### config.mk
export PLATFORM = sky130hd
export DESIGN_NAME = pll_cfg_regs
export DESIGN_NICKNAME = d
export VERILOG_FILES = /design/src/pll_cfg_pkg.sv /design/src/pll_cfg_regs.sv
export VERILOG_INCLUDE_DIRS = /design/src
export SDC_FILE = /design/constraint.sdc
export NUM_CORES = 1
export LEC_CHECK = 0
export BUFFER_PORTS_ARGS = -buffer_cell sky130_fd_sc_hd__buf_2
export CORE_MARGIN = 2
export CORE_UTILIZATION = 40
export CTS_CLUSTER_DIAMETER = 30
export DETAILED_ROUTE_END_ITERATION = 12
export GPL_TIMING_DRIVEN = 0
export PLACE_DENSITY = 0.75
export SLEW_MARGIN = 10
export SYNTH_ARGS = -nofsm -noshare
export SYNTH_HDL_FRONTEND = slang
export SYNTH_SLANG_ARGS = --single-unit
### constraint.sdc
create_clock -name pclk -period 4 [get_ports pclk]
set_input_delay 0.8 -clock pclk [delete_from_list [all_inputs] [get_ports pclk]]
set_output_delay 0.8 -clock pclk [all_outputs]
set_load 0.02 [all_outputs]
### src/pll_cfg_defines.svh
// Register offsets, field positions and reset values of the serializer PLL configuration block
// Included by the design and the testbench; definitions only
`ifndef PLL_CFG_DEFINES_SVH
`define PLL_CFG_DEFINES_SVH

// Printed offsets are register indices; byte address is four times the index
`define IDX_FEEDBACK_DIVIDER 12'h0508
`define IDX_DIVIDER_OVERRIDE_CTRL 12'h050A
`define IDX_RECEIVE_DIVIDE_RATE 12'h050B
`define IDX_VCO_TRIM 12'h050C
`define IDX_REFERENCE_CONDITIONING 12'h050D
`define IDX_INDIRECT_READ_ENABLE 12'h050E
`define IDX_INDIRECT_WRITE_STROBE 12'h050F
`define IDX_CLOCK_DISTRIBUTION_ENABLE 12'h0510
`define IDX_POLYPHASE_DEBUG_TRIM 12'h0511
`define IDX_VCO_BAND_LOW 12'h0512
`define IDX_VCO_BAND_HIGH 12'h0513
`define IDX_BIAS_STARTUP_CTRL 12'h0514
`define IDX_BIAS_STARTUP_STATUS_A 12'h0515
`define IDX_BIAS_STARTUP_STATUS_B 12'h0516
`define IDX_TEMPERATURE_TRIGGER 12'h0517
`define IDX_LOCK_TIMER_CTRL_LOW 12'h051E
`define IDX_LOCK_TIMER_CTRL_HIGH 12'h051F
`define IDX_INDIRECT_WR_DATA 12'h0521
`define IDX_INDIRECT_RD_DATA 12'h0522

// Field positions of the override register
`define OVD_FEEDBACK_BIT 0
`define OVD_OUTPUT_DIV_BIT 1
`define OVD_REF_DIV_BIT 2
`define OVD_RX_RATE_BIT 3

// Reset values, minimum feedback field and feedback multiplier
`define RST_FEEDBACK_DIV 8'h05
`define RST_OVERRIDE 4'h7
`define RST_RX_RATE 4'h8
`define RST_REF_COND 2'h1
`define RST_POLYPHASE 8'h2F
`define MIN_FEEDBACK_DIV 8'h05
`define FEEDBACK_MULT 11'h008

`endif

### src/pll_cfg_pkg.sv
// Types of the serializer PLL configuration block
// Constants live in pll_cfg_defines.svh
package pll_cfg_pkg;

    // APB request as seen by the slave
    typedef struct packed {
        logic psel;
        logic penable;
        logic pwrite;
        logic [13:0] paddr;
        logic [31:0] pwdata;
    } apb_req_t;

    // APB answer
    typedef struct packed {
        logic pready;
        logic pslverr;
        logic [31:0] prdata;
    } apb_rsp_t;

    // Controls driven toward the PLL analog and sequencer
    typedef struct packed {
        logic [10:0] feedback_ratio;
        logic feedback_div_override;
        logic output_div_override;
        logic ref_div_override;
        logic rx_rate_override;
        logic [3:0] rx_rate_value;
        logic [5:0] vco_trim;
        logic ref_div_three_en;
        logic ref_coupling_sel;
        logic clk_dist_en_a;
        logic clk_dist_en_b;
        logic [7:0] polyphase_trim;
        logic [7:0] bias_startup;
        logic temp_meas_trigger;
        logic lock_source_sel;
        logic [9:0] lock_timer_count;
        logic indirect_rd_en;
        logic indirect_wr_strobe;
        logic [7:0] indirect_wr_data;
    } pll_ctrl_t;

    // Status returned from the PLL
    typedef struct packed {
        logic [10:0] vco_band_word;
        logic bias_status_a;
        logic bias_status_b;
        logic [7:0] indirect_rd_data;
    } pll_stat_t;

    // Whole state of the block
    typedef struct packed {
        pll_ctrl_t ctrl;
        logic [7:0] feedback_div_value;
        logic temp_level;
        logic [7:0] rd_data_held;
        apb_rsp_t rsp;
    } cfg_state_t;

endpackage

### src/pll_cfg_regs.sv
// Serializer PLL configuration and readback registers behind an APB slave
// Assumes pclk at 50 MHz, inputs synchronous to pclk, status inputs stable in pclk domain
// How it works
// - The PLL feedback ratio is eight times the 8-bit feedback field, which resets to five.
// - The feedback override bit, reset one, makes the PLL use the field instead of octave cal.
// - The 4-bit receive rate field, reset eight, applies while its override bit (reset zero) is one.
// - The divide-by-three bit, reset zero, adds a divide by three on the reference clock.
// - The coupling bit, reset one, selects DC coupling when one and AC coupling when zero.
// - The read-enable bit, reset zero, starts indirect reads of the PLL internal registers.
// - The write-strobe bit, reset zero, commits write data into the PLL internal registers.
// - Two distribution bits, both reset zero, each enable serializer clocks when one.
// - The polyphase trim byte resets to 0x2F with override fields at bits 6:5, 4, 3:1 and 0.
// - The 11-bit VCO band word reads back as low eight bits then upper three bits.
// - Only a zero-to-one write of the temperature bit starts one measurement.
// - The lock select bit and a 10-bit lock timer count split as 3:0 and 9:4.
// - An 8-bit write-data register feeds the indirect write transfer.
// - An 8-bit read-only register returns the data fetched by the indirect read.
//
// Chosen here: the APB slave port.
`timescale 1ns/10ps
`include "pll_cfg_defines.svh"

module pll_cfg_regs (
    input wire logic pclk,
    input wire logic presetn,
    input wire logic psel,
    input wire logic penable,
    input wire logic pwrite,
    input wire logic [13:0] paddr,
    input wire logic [31:0] pwdata,
    input wire logic [3:0] pstrb,
    output logic pready,
    output logic pslverr,
    output logic [31:0] prdata,
    input wire pll_cfg_pkg::pll_stat_t pll_stat,
    output pll_cfg_pkg::pll_ctrl_t pll_ctrl
);
    import pll_cfg_pkg::*;

    cfg_state_t state_ff;
    cfg_state_t nxt_state;
    logic [11:0] reg_index;
    logic addr_ok;
    logic wr_en;
    logic rd_en;
    logic [7:0] wbyte;
    logic [7:0] rbyte;
    logic hit;

    assign reg_index = paddr[13:2];
    assign addr_ok = (paddr[1:0] == 2'b00);
    assign wbyte = pwdata[7:0];

    // Read mux, reserved bits return zero
    always_comb begin
        hit = 1'b1;
        rbyte = 8'h00;
        case (reg_index)
            `IDX_FEEDBACK_DIVIDER: begin
                rbyte = state_ff.feedback_div_value;
            end
            `IDX_DIVIDER_OVERRIDE_CTRL: begin
                rbyte = {4'h0, state_ff.ctrl.rx_rate_override, state_ff.ctrl.ref_div_override,
                         state_ff.ctrl.output_div_override,
                         state_ff.ctrl.feedback_div_override};
            end
            `IDX_RECEIVE_DIVIDE_RATE: begin
                rbyte = {4'h0, state_ff.ctrl.rx_rate_value};
            end
            `IDX_VCO_TRIM: begin
                rbyte = {2'b00, state_ff.ctrl.vco_trim};
            end
            `IDX_REFERENCE_CONDITIONING: begin
                rbyte = {6'h00, state_ff.ctrl.ref_div_three_en, state_ff.ctrl.ref_coupling_sel};
            end
            `IDX_INDIRECT_READ_ENABLE: begin
                rbyte = {7'h00, state_ff.ctrl.indirect_rd_en};
            end
            `IDX_INDIRECT_WRITE_STROBE: begin
                rbyte = {7'h00, state_ff.ctrl.indirect_wr_strobe};
            end
            `IDX_CLOCK_DISTRIBUTION_ENABLE: begin
                rbyte = {6'h00, state_ff.ctrl.clk_dist_en_a, state_ff.ctrl.clk_dist_en_b};
            end
            `IDX_POLYPHASE_DEBUG_TRIM: begin
                rbyte = state_ff.ctrl.polyphase_trim;
            end
            `IDX_VCO_BAND_LOW: begin
                rbyte = pll_stat.vco_band_word[7:0];
            end
            `IDX_VCO_BAND_HIGH: begin
                rbyte = {5'h00, pll_stat.vco_band_word[10:8]};
            end
            `IDX_BIAS_STARTUP_CTRL: begin
                rbyte = state_ff.ctrl.bias_startup;
            end
            `IDX_BIAS_STARTUP_STATUS_A: begin
                rbyte = {7'h00, pll_stat.bias_status_a};
            end
            `IDX_BIAS_STARTUP_STATUS_B: begin
                rbyte = {7'h00, pll_stat.bias_status_b};
            end
            `IDX_TEMPERATURE_TRIGGER: begin
                rbyte = {7'h00, state_ff.temp_level};
            end
            `IDX_LOCK_TIMER_CTRL_LOW: begin
                rbyte = {state_ff.ctrl.lock_timer_count[3:0], 3'b000,
                         state_ff.ctrl.lock_source_sel};
            end
            `IDX_LOCK_TIMER_CTRL_HIGH: begin
                rbyte = {2'b00, state_ff.ctrl.lock_timer_count[9:4]};
            end
            `IDX_INDIRECT_WR_DATA: begin
                rbyte = state_ff.ctrl.indirect_wr_data;
            end
            `IDX_INDIRECT_RD_DATA: begin
                rbyte = state_ff.rd_data_held;
            end
            default: begin
                hit = 1'b0;
            end
        endcase
        if (!addr_ok) begin
            hit = 1'b0;
        end
    end

    // Access phase takes one cycle; pready is registered in the setup cycle
    assign wr_en = psel && penable && state_ff.rsp.pready && pwrite && hit && pstrb[0];
    assign rd_en = psel && !penable && !pwrite;

    always_comb begin
        nxt_state = state_ff;
        nxt_state.ctrl.temp_meas_trigger = 1'b0;
        // Indirect read data captured while a read is enabled
        if (state_ff.ctrl.indirect_rd_en) begin
            nxt_state.rd_data_held = pll_stat.indirect_rd_data;
        end
        nxt_state.rsp.pready = psel && !penable;
        nxt_state.rsp.pslverr = psel && !penable && !hit;
        nxt_state.rsp.prdata = (rd_en && hit) ? {24'h00_0000, rbyte} : 32'h0000_0000;
        if (wr_en) begin
            case (reg_index)
                `IDX_FEEDBACK_DIVIDER: begin
                    nxt_state.feedback_div_value = wbyte;
                end
                `IDX_DIVIDER_OVERRIDE_CTRL: begin
                    nxt_state.ctrl.feedback_div_override = wbyte[`OVD_FEEDBACK_BIT];
                    nxt_state.ctrl.output_div_override = wbyte[`OVD_OUTPUT_DIV_BIT];
                    nxt_state.ctrl.ref_div_override = wbyte[`OVD_REF_DIV_BIT];
                    nxt_state.ctrl.rx_rate_override = wbyte[`OVD_RX_RATE_BIT];
                end
                `IDX_RECEIVE_DIVIDE_RATE: begin
                    nxt_state.ctrl.rx_rate_value = wbyte[3:0];
                end
                `IDX_VCO_TRIM: begin
                    nxt_state.ctrl.vco_trim = wbyte[5:0];
                end
                `IDX_REFERENCE_CONDITIONING: begin
                    nxt_state.ctrl.ref_div_three_en = wbyte[1];
                    nxt_state.ctrl.ref_coupling_sel = wbyte[0];
                end
                `IDX_INDIRECT_READ_ENABLE: begin
                    nxt_state.ctrl.indirect_rd_en = wbyte[0];
                end
                `IDX_INDIRECT_WRITE_STROBE: begin
                    nxt_state.ctrl.indirect_wr_strobe = wbyte[0];
                end
                `IDX_CLOCK_DISTRIBUTION_ENABLE: begin
                    nxt_state.ctrl.clk_dist_en_a = wbyte[1];
                    nxt_state.ctrl.clk_dist_en_b = wbyte[0];
                end
                `IDX_POLYPHASE_DEBUG_TRIM: begin
                    nxt_state.ctrl.polyphase_trim = wbyte;
                end
                `IDX_BIAS_STARTUP_CTRL: begin
                    nxt_state.ctrl.bias_startup = wbyte;
                end
                `IDX_TEMPERATURE_TRIGGER: begin
                    nxt_state.temp_level = wbyte[0];
                    // One pulse only on a rising write
                    nxt_state.ctrl.temp_meas_trigger = wbyte[0] && !state_ff.temp_level;
                end
                `IDX_LOCK_TIMER_CTRL_LOW: begin
                    nxt_state.ctrl.lock_timer_count[3:0] = wbyte[7:4];
                    nxt_state.ctrl.lock_source_sel = wbyte[0];
                end
                `IDX_LOCK_TIMER_CTRL_HIGH: begin
                    nxt_state.ctrl.lock_timer_count[9:4] = wbyte[5:0];
                end
                `IDX_INDIRECT_WR_DATA: begin
                    nxt_state.ctrl.indirect_wr_data = wbyte;
                end
                default: begin
                    nxt_state.ctrl = nxt_state.ctrl; // Read-only or unmapped: writes ignored
                end
            endcase
        end
        // Feedback ratio N = 8 * B
        nxt_state.ctrl.feedback_ratio = `FEEDBACK_MULT * {3'b000, nxt_state.feedback_div_value};
    end

    always_ff @(posedge pclk or negedge presetn) begin
        if (!presetn) begin
            // Every field named so the reset image reads in one place
            state_ff.ctrl.feedback_ratio <= 11'h028;
            state_ff.ctrl.feedback_div_override <= 1'(`RST_OVERRIDE >> `OVD_FEEDBACK_BIT);
            state_ff.ctrl.output_div_override <= 1'(`RST_OVERRIDE >> `OVD_OUTPUT_DIV_BIT);
            state_ff.ctrl.ref_div_override <= 1'(`RST_OVERRIDE >> `OVD_REF_DIV_BIT);
            state_ff.ctrl.rx_rate_override <= 1'(`RST_OVERRIDE >> `OVD_RX_RATE_BIT);
            state_ff.ctrl.rx_rate_value <= `RST_RX_RATE;
            state_ff.ctrl.vco_trim <= 6'h00;
            state_ff.ctrl.ref_div_three_en <= 1'b0;
            state_ff.ctrl.ref_coupling_sel <= 1'b1;
            state_ff.ctrl.clk_dist_en_a <= 1'b0;
            state_ff.ctrl.clk_dist_en_b <= 1'b0;
            state_ff.ctrl.polyphase_trim <= `RST_POLYPHASE;
            state_ff.ctrl.bias_startup <= 8'h00;
            state_ff.ctrl.temp_meas_trigger <= 1'b0;
            state_ff.ctrl.lock_source_sel <= 1'b0;
            state_ff.ctrl.lock_timer_count <= 10'h000;
            state_ff.ctrl.indirect_rd_en <= 1'b0;
            state_ff.ctrl.indirect_wr_strobe <= 1'b0;
            state_ff.ctrl.indirect_wr_data <= 8'h00;
            state_ff.feedback_div_value <= `RST_FEEDBACK_DIV;
            state_ff.temp_level <= 1'b0;
            state_ff.rd_data_held <= 8'h00;
            state_ff.rsp.pready <= 1'b0;
            state_ff.rsp.pslverr <= 1'b0;
            state_ff.rsp.prdata <= 32'h0000_0000;
        end else begin
            state_ff <= nxt_state;
        end
    end

    assign pready = state_ff.rsp.pready;
    assign pslverr = state_ff.rsp.pslverr;
    assign prdata = state_ff.rsp.prdata;
    assign pll_ctrl = state_ff.ctrl;

endmodule // pll_cfg_regs

==> out/metrics.csv, run 1 <==
metric,value,unit
"CTS clk-pin slew, worst paths",60,ps
critical path type,primary input to register,
Die Area,12900,µm²
fin crit share,0.672,
Final Core Density,0.508,
crit path capture type,register,
chip width,114,µm
Setup TNS Final,0,ps
Post-CTS Setup Repair Bufs,0,
CP Cell Sequence,buf_2 > nor2_1 > nand4_1 > nor4_4 > mux2_2,
starting density of the core,0.405,
routed len/inst,18.3,µm
Setup-failing EPs final,0,
final hold vios,0,
R2R depth,4,
via count,3772,
Slew Limit Headroom,0.211,
num rows,40,
synthesized area,4810,µm²
placed cells,728,
fraction of layout instances using a drive strength above 1,0.563,
max-slew violations,0,
largest net degree at the start of global routing,45,
gpl congestion,0.868,
vias in the first global route,3782,
Hold Buf Count CTS,0,
first-pass GRT wire length,21000,µm
PD cells,305,nW/µm²
P_leak,0.00317,µW
share of power burned in registers,0.458,
clk_lat worst skew,350,ps
Ant. Diodes,0,
fillers,1108,
Buf/Inv on CP,1,
Pre-antenna DRT Iters,5,
outcome,"finished, final reports clean",
post-synthesis adder-cell area fraction,0,
final setup skew,5.65,ps
CTS tree,done,
DR top layer,met4,
"Slowest-stage cell, CP",nor4_4,
multiplexer share of the synthesized area,0.186,
DP HPWL,10700,µm
Vias/cell,5.07,
register bit total from synthesis,83,
total grt overflow,0,
"Max FO, Critical Path",8,
GRT Total Usage,0.215,
Routed WL,13600,µm
DRC,0,
Final Instance Count excl. Fillers,744,
Cells after Synth,433,
RSZ-0062 raised after global routing,false,
core area,11900,µm²
startpoint type of the worst setup path,primary input,
largest cells by area after synthesis,"dfrtp_1 37%, mux2_2 17%, buf_4 15%",
clock root buffer master,clkbuf_16,
met1 wire length,5820,µm
io pins,177,
IO buf count,121,
Synth Warn #,0,
synthesized area per cell,11.1,µm²
ys flop type,dfrtp_1,
peak supply drop,156,µV
max_cap viols,0,
Net Sw Power,443,µW
sequential area share after synthesis,0.435,
post-layout minimum cycle time,2690,ps
Comb pwr share,0.086,
Min Hold Slack,421,ps
Nets,668,
Clock power frac,0.456,
Simple-Gate Fraction of Synth Area,0.116,
largest family of logic cells by synthesized area,multiplexers,
Pwr Total,1840,µW
FMAX,0.372,GHz
P_int,1390,µW
wire length on met3,859,µm
CTS Buf Count,9,
CTS sink cnt,83,
post-route ant nets,0,
crit path DAT,2910,ps
Worst EP required,4230,ps
metal2 WL,6780,µm
delay of the slowest critical-path stage,820,ps
post-synthesis xor/xnor area fraction,0,
CP top delay family,simple AND/OR/NAND/NOR gates,
height of the die,114,µm
critical path depth,5,
ys async rst share,1.00,
library cells used by synthesis,48,
initial antenna violation count,0,
H-tree levels,3,
Tightest Pin Transition,1170,ps
switching power share of the total,0.241,
Synth area leader,dfrtp_1,
Compound-Gate Fraction of Synth Area,0.0888,
Layout area overhead,25.4,%
CTS Buffer Depth,2,
number of gates resized after cts,0,
post-synth top area share,0.370,
First DRT Iteration DRCs,307,
min-delay worst type,primary input to async pin,
Post-synth EDFFs,0,
-- metal layers --
layer / vias to the layer above / global-route usage
met2: 140 / 0.360
met5: - / 0
met3: 14 / 0.0446
li1: 1773 / -
met1: 1845 / 0.280
met4: 0 / 0.0748
-- placed cells by master (no fill, tap or decap), types with 2 or more instances in the layout --
cell type,count
mux2i_1,7
nor4_4,2
nor2_1,13
dfrtp_1,71
nor4_1,2
dfstp_2,12
nand3b_1,6
nand3_1,12
buf_2,125
nor3_2,3
nand2_1,11
o31ai_1,4
a222oi_1,2
o32ai_1,3
a31oi_1,10
o21ai_0,5
inv_1,4
mux2_2,73
a21oi_1,8
nand4_1,2
clkbuf_16,9
clkbuf_1,9
nor3_1,9
conb_1,27
buf_1,3
nor4bb_1,4
buf_4,100
a211oi_1,3
clkinvlp_4,4
and3_1,3
or4b_1,2
a22oi_1,20
nor2b_1,7
nor4b_1,2
-- metrics by stage --
| step | area [µm²] | setup WS (ps) |
|---|---|---|
| 2_1_floorplan | 4900 | 1580 |
| 3_3_place_gp | 5690 | 680 |
| 3_5_place_dp | 5720 | 548 |
| 4_1_cts | 6020 | 886 |
| 5_1_grt | 6030 | 1200 |
| 6_report | 6030 | 1310 |
-- final cells by class --
class	instances	area, µm²	share of cell area
timing repair buffer	122	628	0.104
multi-input combinational	255	1980	0.329
clock inverter	6	65.1	0.0108
inverter	4	15.0	0.00249
clock buffer	10	239	0.0397
tap	147	184	0.0305
buffer	117	818	0.136
sequential	83	2090	0.347
-- worst reg2reg max path, stage by stage (launching register included) --
cell     delay, ps
dfrtp_1        340
and3_1         170
nand4_1        520
nor4_4         820
mux2_2         420
-- path summary, 6_finish.rpt --
path,from,to,slack [ps]
worst min-delay path,presetn,pll_ctrl[49],420
worst max register to register,pready,pll_ctrl[4],1610
worst max-delay path,paddr[1],pll_ctrl[4],1310
worst min register to register,state_ff[42],pll_ctrl[21],460
min in group pclk,state_ff[42],pll_ctrl[21],460
max in group asynchronous,presetn,pll_ctrl[35],2910
-- sequential cells by signal, summed over array words and instances, names as in the netlist --
name,count
pll_ctrl,64
state_ff,9
pslverr,1
prdata,8
pready,1
-- power by group through the flow --
stage	clock, µW	combinational [µW]	sequential, µW
global placement	0	152	857
finish	838	157	842
detailed placement	0	156	857
global route	879	171	841
floorplan	0	82.1	858
CTS	847	156	842
-- synth_stat cells (all sizes together), types with 7 or more instances --
cell type	instances
buf	107
mux2	73
dfrtp	71
a22oi	20
nor2	14
dfstp	12
nand3	12
nor3	12
nand2	11
a31oi	10
clkbuf	10
a21oi	8
mux2i	7
nor2b	7
-- cell families (layout without fill, tap and decap cells) --
kind of cell	after synthesis	count (layout)
compound gates	61	61
simple gates	87	87
mux	80	80
buf+inv	121	259
flops	83	83
other cells	1	27
Power figures use the tool's default switching activity.
==> run 2, diff against run 1 <==
PLACE_DENSITY = 0.77   (was 0.75)
clock period = 2.2 ns   (was 4 ns; I/O delays follow)
==> out/metrics.csv, run 2 (synthesized netlist as in run 1, its figures left out) <==
metric,value,unit,change
Vias/cell,5.22,,+3.0%
PD cells,556,nW/µm²,+82%
Setup TNS Final,0,ps,unchanged
Layout area overhead,28.7,%,
core area,11900,µm²,unchanged
final setup skew,8.61,ps,+2.96 ps
delay of the slowest critical-path stage,650,ps,-170 ps
initial antenna violation count,0,,unchanged
vias in the first global route,3888,,+2.8%
R2R Setup Slk,200,ps,-1410 ps
Setup-failing EPs final,0,,unchanged
Routed WL,14100,µm,+3.3%
height of the die,114,µm,unchanged
fin crit share,0.987,,
Tightest Pin Transition,812,ps,-355 ps
max-slew violations,0,,unchanged
peak supply drop,263,µV,+69%
grt met3 use,0.0462,,+0.00159
Buf/Inv on CP,3,,+2
CTS Buf Count,9,,unchanged
starting density of the core,0.405,,unchanged
RR Endpoint,pll_ctrl[52],,
RSZ-0062 raised after global routing,false,,
post-route ant nets,0,,unchanged
Ant. Diodes,0,,unchanged
First DRT Iteration DRCs,298,,-2.9%
"Slowest-stage cell, CP",nor3_1,,
final hold vios,0,,unchanged
met2 Track Usage GR,0.348,,-0.0116
Hold Buf Count CTS,0,,unchanged
pre-CTS setup slack,-717,ps,-1270 ps
io pins,177,,unchanged
R2R depth,5,,+1
GRT Total Usage,0.220,,+0.00489
"most common cell after layout, fill and taps aside",buf_2,,
DP HPWL,10800,µm,+0.83%
CP top delay family,simple AND/OR/NAND/NOR gates,,
crit path capture type,register,,
DRC,0,,unchanged
startpoint type of the worst setup path,primary input,,
FF+latch area,2090,µm²,unchanged
CTS Buffer Depth,2,,unchanged
area of the multi-input gates,2040,µm²,+2.7%
Final WS setup,28.6,ps,-1280 ps
"commonest non-fill, non-tap cells in the layout","125 x buf_2, 107 x buf_4, 73 x mux2_2",,
CTS sink cnt,83,,unchanged
P_leak,0.00327,µW,+3.2%
Worst EP required,2460,ps,-1770 ps
clk_lat worst skew,340,ps,about the same
Die Area,12900,µm²,unchanged
met1 usage,0.299,,+0.0189
clock root buffer master,clkbuf_16,,
FMAX,0.461,GHz,
crit path DAT,2430,ps,-480 ps
fillers,1062,,-4.2%
outcome,"finished, final reports clean",,
IO buf count,121,,unchanged
Final Instance Area,6190,µm²,+2.7%
CP Cell Sequence,buf_2 > clkbuf_1 > inv_1 > nand2_1 > nor3_1 > a222oi_1 > a31oi_1,,
max_cap viols,0,,unchanged
total grt overflow,0,,unchanged
routed len/inst,18.7,µm,+2.1%
Setup crit start,paddr[3],,
Pwr Total,3440,µW,+87%
largest net degree at the start of global routing,46,,+2.2%
placement-stage cell area,5720,µm²,unchanged
critical path type,primary input to register,,
post-layout minimum cycle time,2170,ps,
Slew Limit Headroom,0.459,,+0.248
num rows,40,,unchanged
"CTS clk-pin slew, worst paths",60,ps,about the same
H-tree levels,3,,unchanged
CTS tree,done,,
Min Hold Slack,75.6,ps,-345 ps
"Max FO, Critical Path",10,,+2
min-delay worst type,primary input to async pin,,
Largest register FFs,64,,unchanged
gpl congestion,0.902,,+4.0%
Pre-antenna DRT Iters,5,,unchanged
busiest layer in global routing,met2,,
reg2reg start,pready,,
first-pass GRT wire length,21600,µm,+2.7%
via count,3932,,+4.2%
fraction of layout instances using a drive strength above 1,0.579,,+0.0164
chip width,114,µm,unchanged
Nets,677,,+1.3%
==> run 2: area by class of cell <==
class | count | area share
inverter | 4 | 0.00243
tap | 147 | 0.0297
buffer | 117 | 0.132
sequential | 83 | 0.338
timing repair buffer | 131 | 0.116
clock inverter | 6 | 0.0146
clock buffer | 10 | 0.0370
multi-input combinational | 255 | 0.329
==> run 2: repair_timing <==
| item | in CTS | in global routing |
|---|---|---|
| buffers inserted | 8 | 1 |
| resized for setup | 7 | 4 |
| pin swaps | 6 | 1 |
| setup endpoints to repair | 57 | 24 |
==> run 2: worst max-delay path by stage <==
| stage | end | slack (ps) | cells after the start |
|---|---|---|---|
| after floorplan | pll_ctrl[0] | 140 | 4 |
| after global placement | pll_ctrl[43] | -750 | 5 |
| after detailed placement | pll_ctrl[44] | -720 | 5 |
| after CTS | pll_ctrl[16] | 10 | 7 |
| after global routing | pll_ctrl[16] | 30 | 7 |
| final | prdata[2] | 30 | 7 |
==> run 2: power by group <==
group,total (µW),leakage (µW),internal (µW),switching (µW)
Clock,1620,0.000153,996,620
Combinational,293,0.00201,100,193
Sequential,1530,0.00111,1530,0.670
==> run 2: metal layers <==
layer  vias to the layer above  wire, µm
li1                       1788         -
met3                        21      1110
met2                       196      6670
met1                      1927      6030
met4                         0       276
met5                         -         0
==> run 2: through the flow <==
step	utilization	std cells
2_1_floorplan	-	459
3_3_place_gp	0.480	727
3_5_place_dp	0.482	728
4_1_cts	0.518	752
5_1_grt	0.522	753
6_report	0.522	753
==> run 3, diff against run 2 <==
==> constraint.sdc (replaced) <==
create_clock -name pclk -period 2.2 [get_ports pclk]
set_input_delay 0.44 -clock pclk [delete_from_list [all_inputs] [get_ports pclk]]
set_output_delay 0.44 -clock pclk [all_outputs]
set_load 0.05 [all_outputs]
==> out/metrics.csv, run 3 (synthesized netlist as in run 1, its figures left out) <==
metric,value,unit,change
Final Instance Area,6180,µm²,-0.18%
final setup skew,11.4,ps,+2.80 ps
Routed WL,14200,µm,+0.55%
critical path type,primary input to register,,
clock root buffer master,clkbuf_16,,
Pre-antenna DRT Iters,5,,unchanged
Ant. Diodes,0,,unchanged
final hold vios,0,,unchanged
fillers,1092,,+2.8%
CP Cell Sequence,buf_2 > clkbuf_1 > inv_1 > nand2_1 > nor3_1 > a222oi_1 > a31oi_1,,
PD cells,573,nW/µm²,+3.1%
"CTS clk-pin slew, worst paths",70,ps,about the same
Pwr Total,3540,µW,+2.9%
Nets,676,,-0.15%
"Slowest-stage cell, CP",nor3_1,,
Tightest Pin Transition,770,ps,-41.8 ps
Layout area overhead,28.5,%,
via count,3879,,-1.3%
crit path DAT,2430,ps,about the same
delay of the slowest critical-path stage,610,ps,-40 ps
DP HPWL,10800,µm,+0.22%
routed len/inst,18.8,µm,+0.69%
outcome,"finished, final reports clean",,
IO buf count,121,,unchanged
max-slew violations,0,,unchanged
gpl congestion,0.872,,-3.3%
CTS tree,done,,
fin crit share,0.986,,-0.00137
core area,11900,µm²,unchanged
vias in the first global route,3756,,-3.4%
H-tree levels,3,,unchanged
Slew Limit Headroom,0.487,,+0.0279
placement-stage cell area,5720,µm²,about the same
CTS Buffer Depth,2,,unchanged
First DRT Iteration DRCs,249,,-16%
FMAX,0.461,GHz,+0.14%
first-pass GRT wire length,21500,µm,-0.22%
Vias/cell,5.16,,-1.2%
CTS sink cnt,83,,unchanged
fraction of layout instances using a drive strength above 1,0.580,,+0.000957
GRT Total Usage,0.222,,+0.00187
CTS Buf Count,9,,unchanged
Final Core Density,0.521,,-0.000949
"most common cell after layout, fill and taps aside",buf_2,,
max_cap viols,0,,unchanged
CP top delay family,simple AND/OR/NAND/NOR gates,,
P_leak,0.00327,µW,about the same
RR Endpoint,pll_ctrl[52],,
chip width,114,µm,unchanged
startpoint type of the worst setup path,primary input,,
largest net degree at the start of global routing,45,,-2.2%
pre-CTS setup slack,-584,ps,+133 ps
crit path capture type,register,,
post-layout minimum cycle time,2170,ps,-3.02 ps
min-delay worst type,primary input to async pin,,
starting density of the core,0.405,,unchanged
height of the die,114,µm,unchanged
clk_lat worst skew,350,ps,about the same
Setup crit start,paddr[3],,
"Max FO, Critical Path",10,,unchanged
Buf/Inv on CP,3,,unchanged
num rows,40,,unchanged
io pins,177,,unchanged
RSZ-0062 raised after global routing,true,,
DRC,0,,unchanged
Final WS setup,31.6,ps,+3.02 ps
"commonest non-fill, non-tap cells in the layout","125 x buf_2, 106 x buf_4, 73 x mux2_2",,
peak supply drop,338,µV,+29%
R2R depth,5,,unchanged
Die Area,12900,µm²,unchanged
Setup-failing EPs final,0,,unchanged
Largest register FFs,64,,unchanged
post-route ant nets,0,,unchanged
R2R Setup Slk,80,ps,-120 ps
Worst EP required,2460,ps,about the same
reg2reg start,pready,,
initial antenna violation count,0,,unchanged
total grt overflow,0,,unchanged
-- run 3: cell count changes in the layout (fill, tap and decap cells not counted) --
cell / before / now
buf_12: 3 / 2
buf_4: 107 / 106
buf_6: 0 / 1
clkbuf_1: 10 / 9
clkinv_4: 2 / 1
inv_6: 0 / 2
-- run 3: cell type report --
type / instances / area [µm²] / area share
Multi-Input combinational cell: 255 / 2040 / 0.330
Clock inverter: 7 / 98.8 / 0.0160
Tap cell: 147 / 184 / 0.0298
Timing Repair Buffer: 130 / 704 / 0.114
Sequential cell: 83 / 2090 / 0.339
Clock buffer: 9 / 225 / 0.0365
Buffer: 117 / 818 / 0.132
Inverter: 4 / 15.0 / 0.00243
-- run 3: power by group --
group | switching [µW] | total (µW) | internal, µW
logic | 257 | 358 | 101
registers | 0.832 | 1530 | 1530
clock network | 650 | 1650 | 1000
total | 907 | 3540 | 2630
-- run 3: timing repair --
action / CTS / global route
pin swaps: 6 / 0
buffers inserted: 6 / 2
hold buffers: 0 / 0
cloned: 0 / 0
setup endpoints to repair: 54 / 49
gates resized for setup: 8 / 3
-- run 3: how the worst max path moves through the flow --
stage | to | slack [ps] | depth (start not counted)
after floorplan | pll_ctrl[10] | -10 | 4
after global placement | pll_ctrl[27] | -520 | 5
after detailed placement | pll_ctrl[26] | -580 | 5
after CTS | pll_ctrl[13] | -10 | 4
after global routing | pll_ctrl[41] | -9 | 6
final | prdata[2] | 30 | 7
-- run 3: per-stage QoR --
step | TNS [ps] | instances | hold slack, ps
global route | -13.7 | 752 | 124
detailed placement | -28550 | 728 | 446
finish | 0 | 752 | 84.3
CTS | -20.9 | 750 | 99.6
floorplan | -62.3 | 459 | 144
global placement | -25710 | 727 | 434
-- run 3: routing by layer --
layer	up-vias	global-route usage	share of wire
li1	1788	-	-
met1	1903	0.304	0.44
met2	166	0.357	0.47
met3	22	0.0393	0.063
met4	0	0.0789	0.022
met5	-	0	0
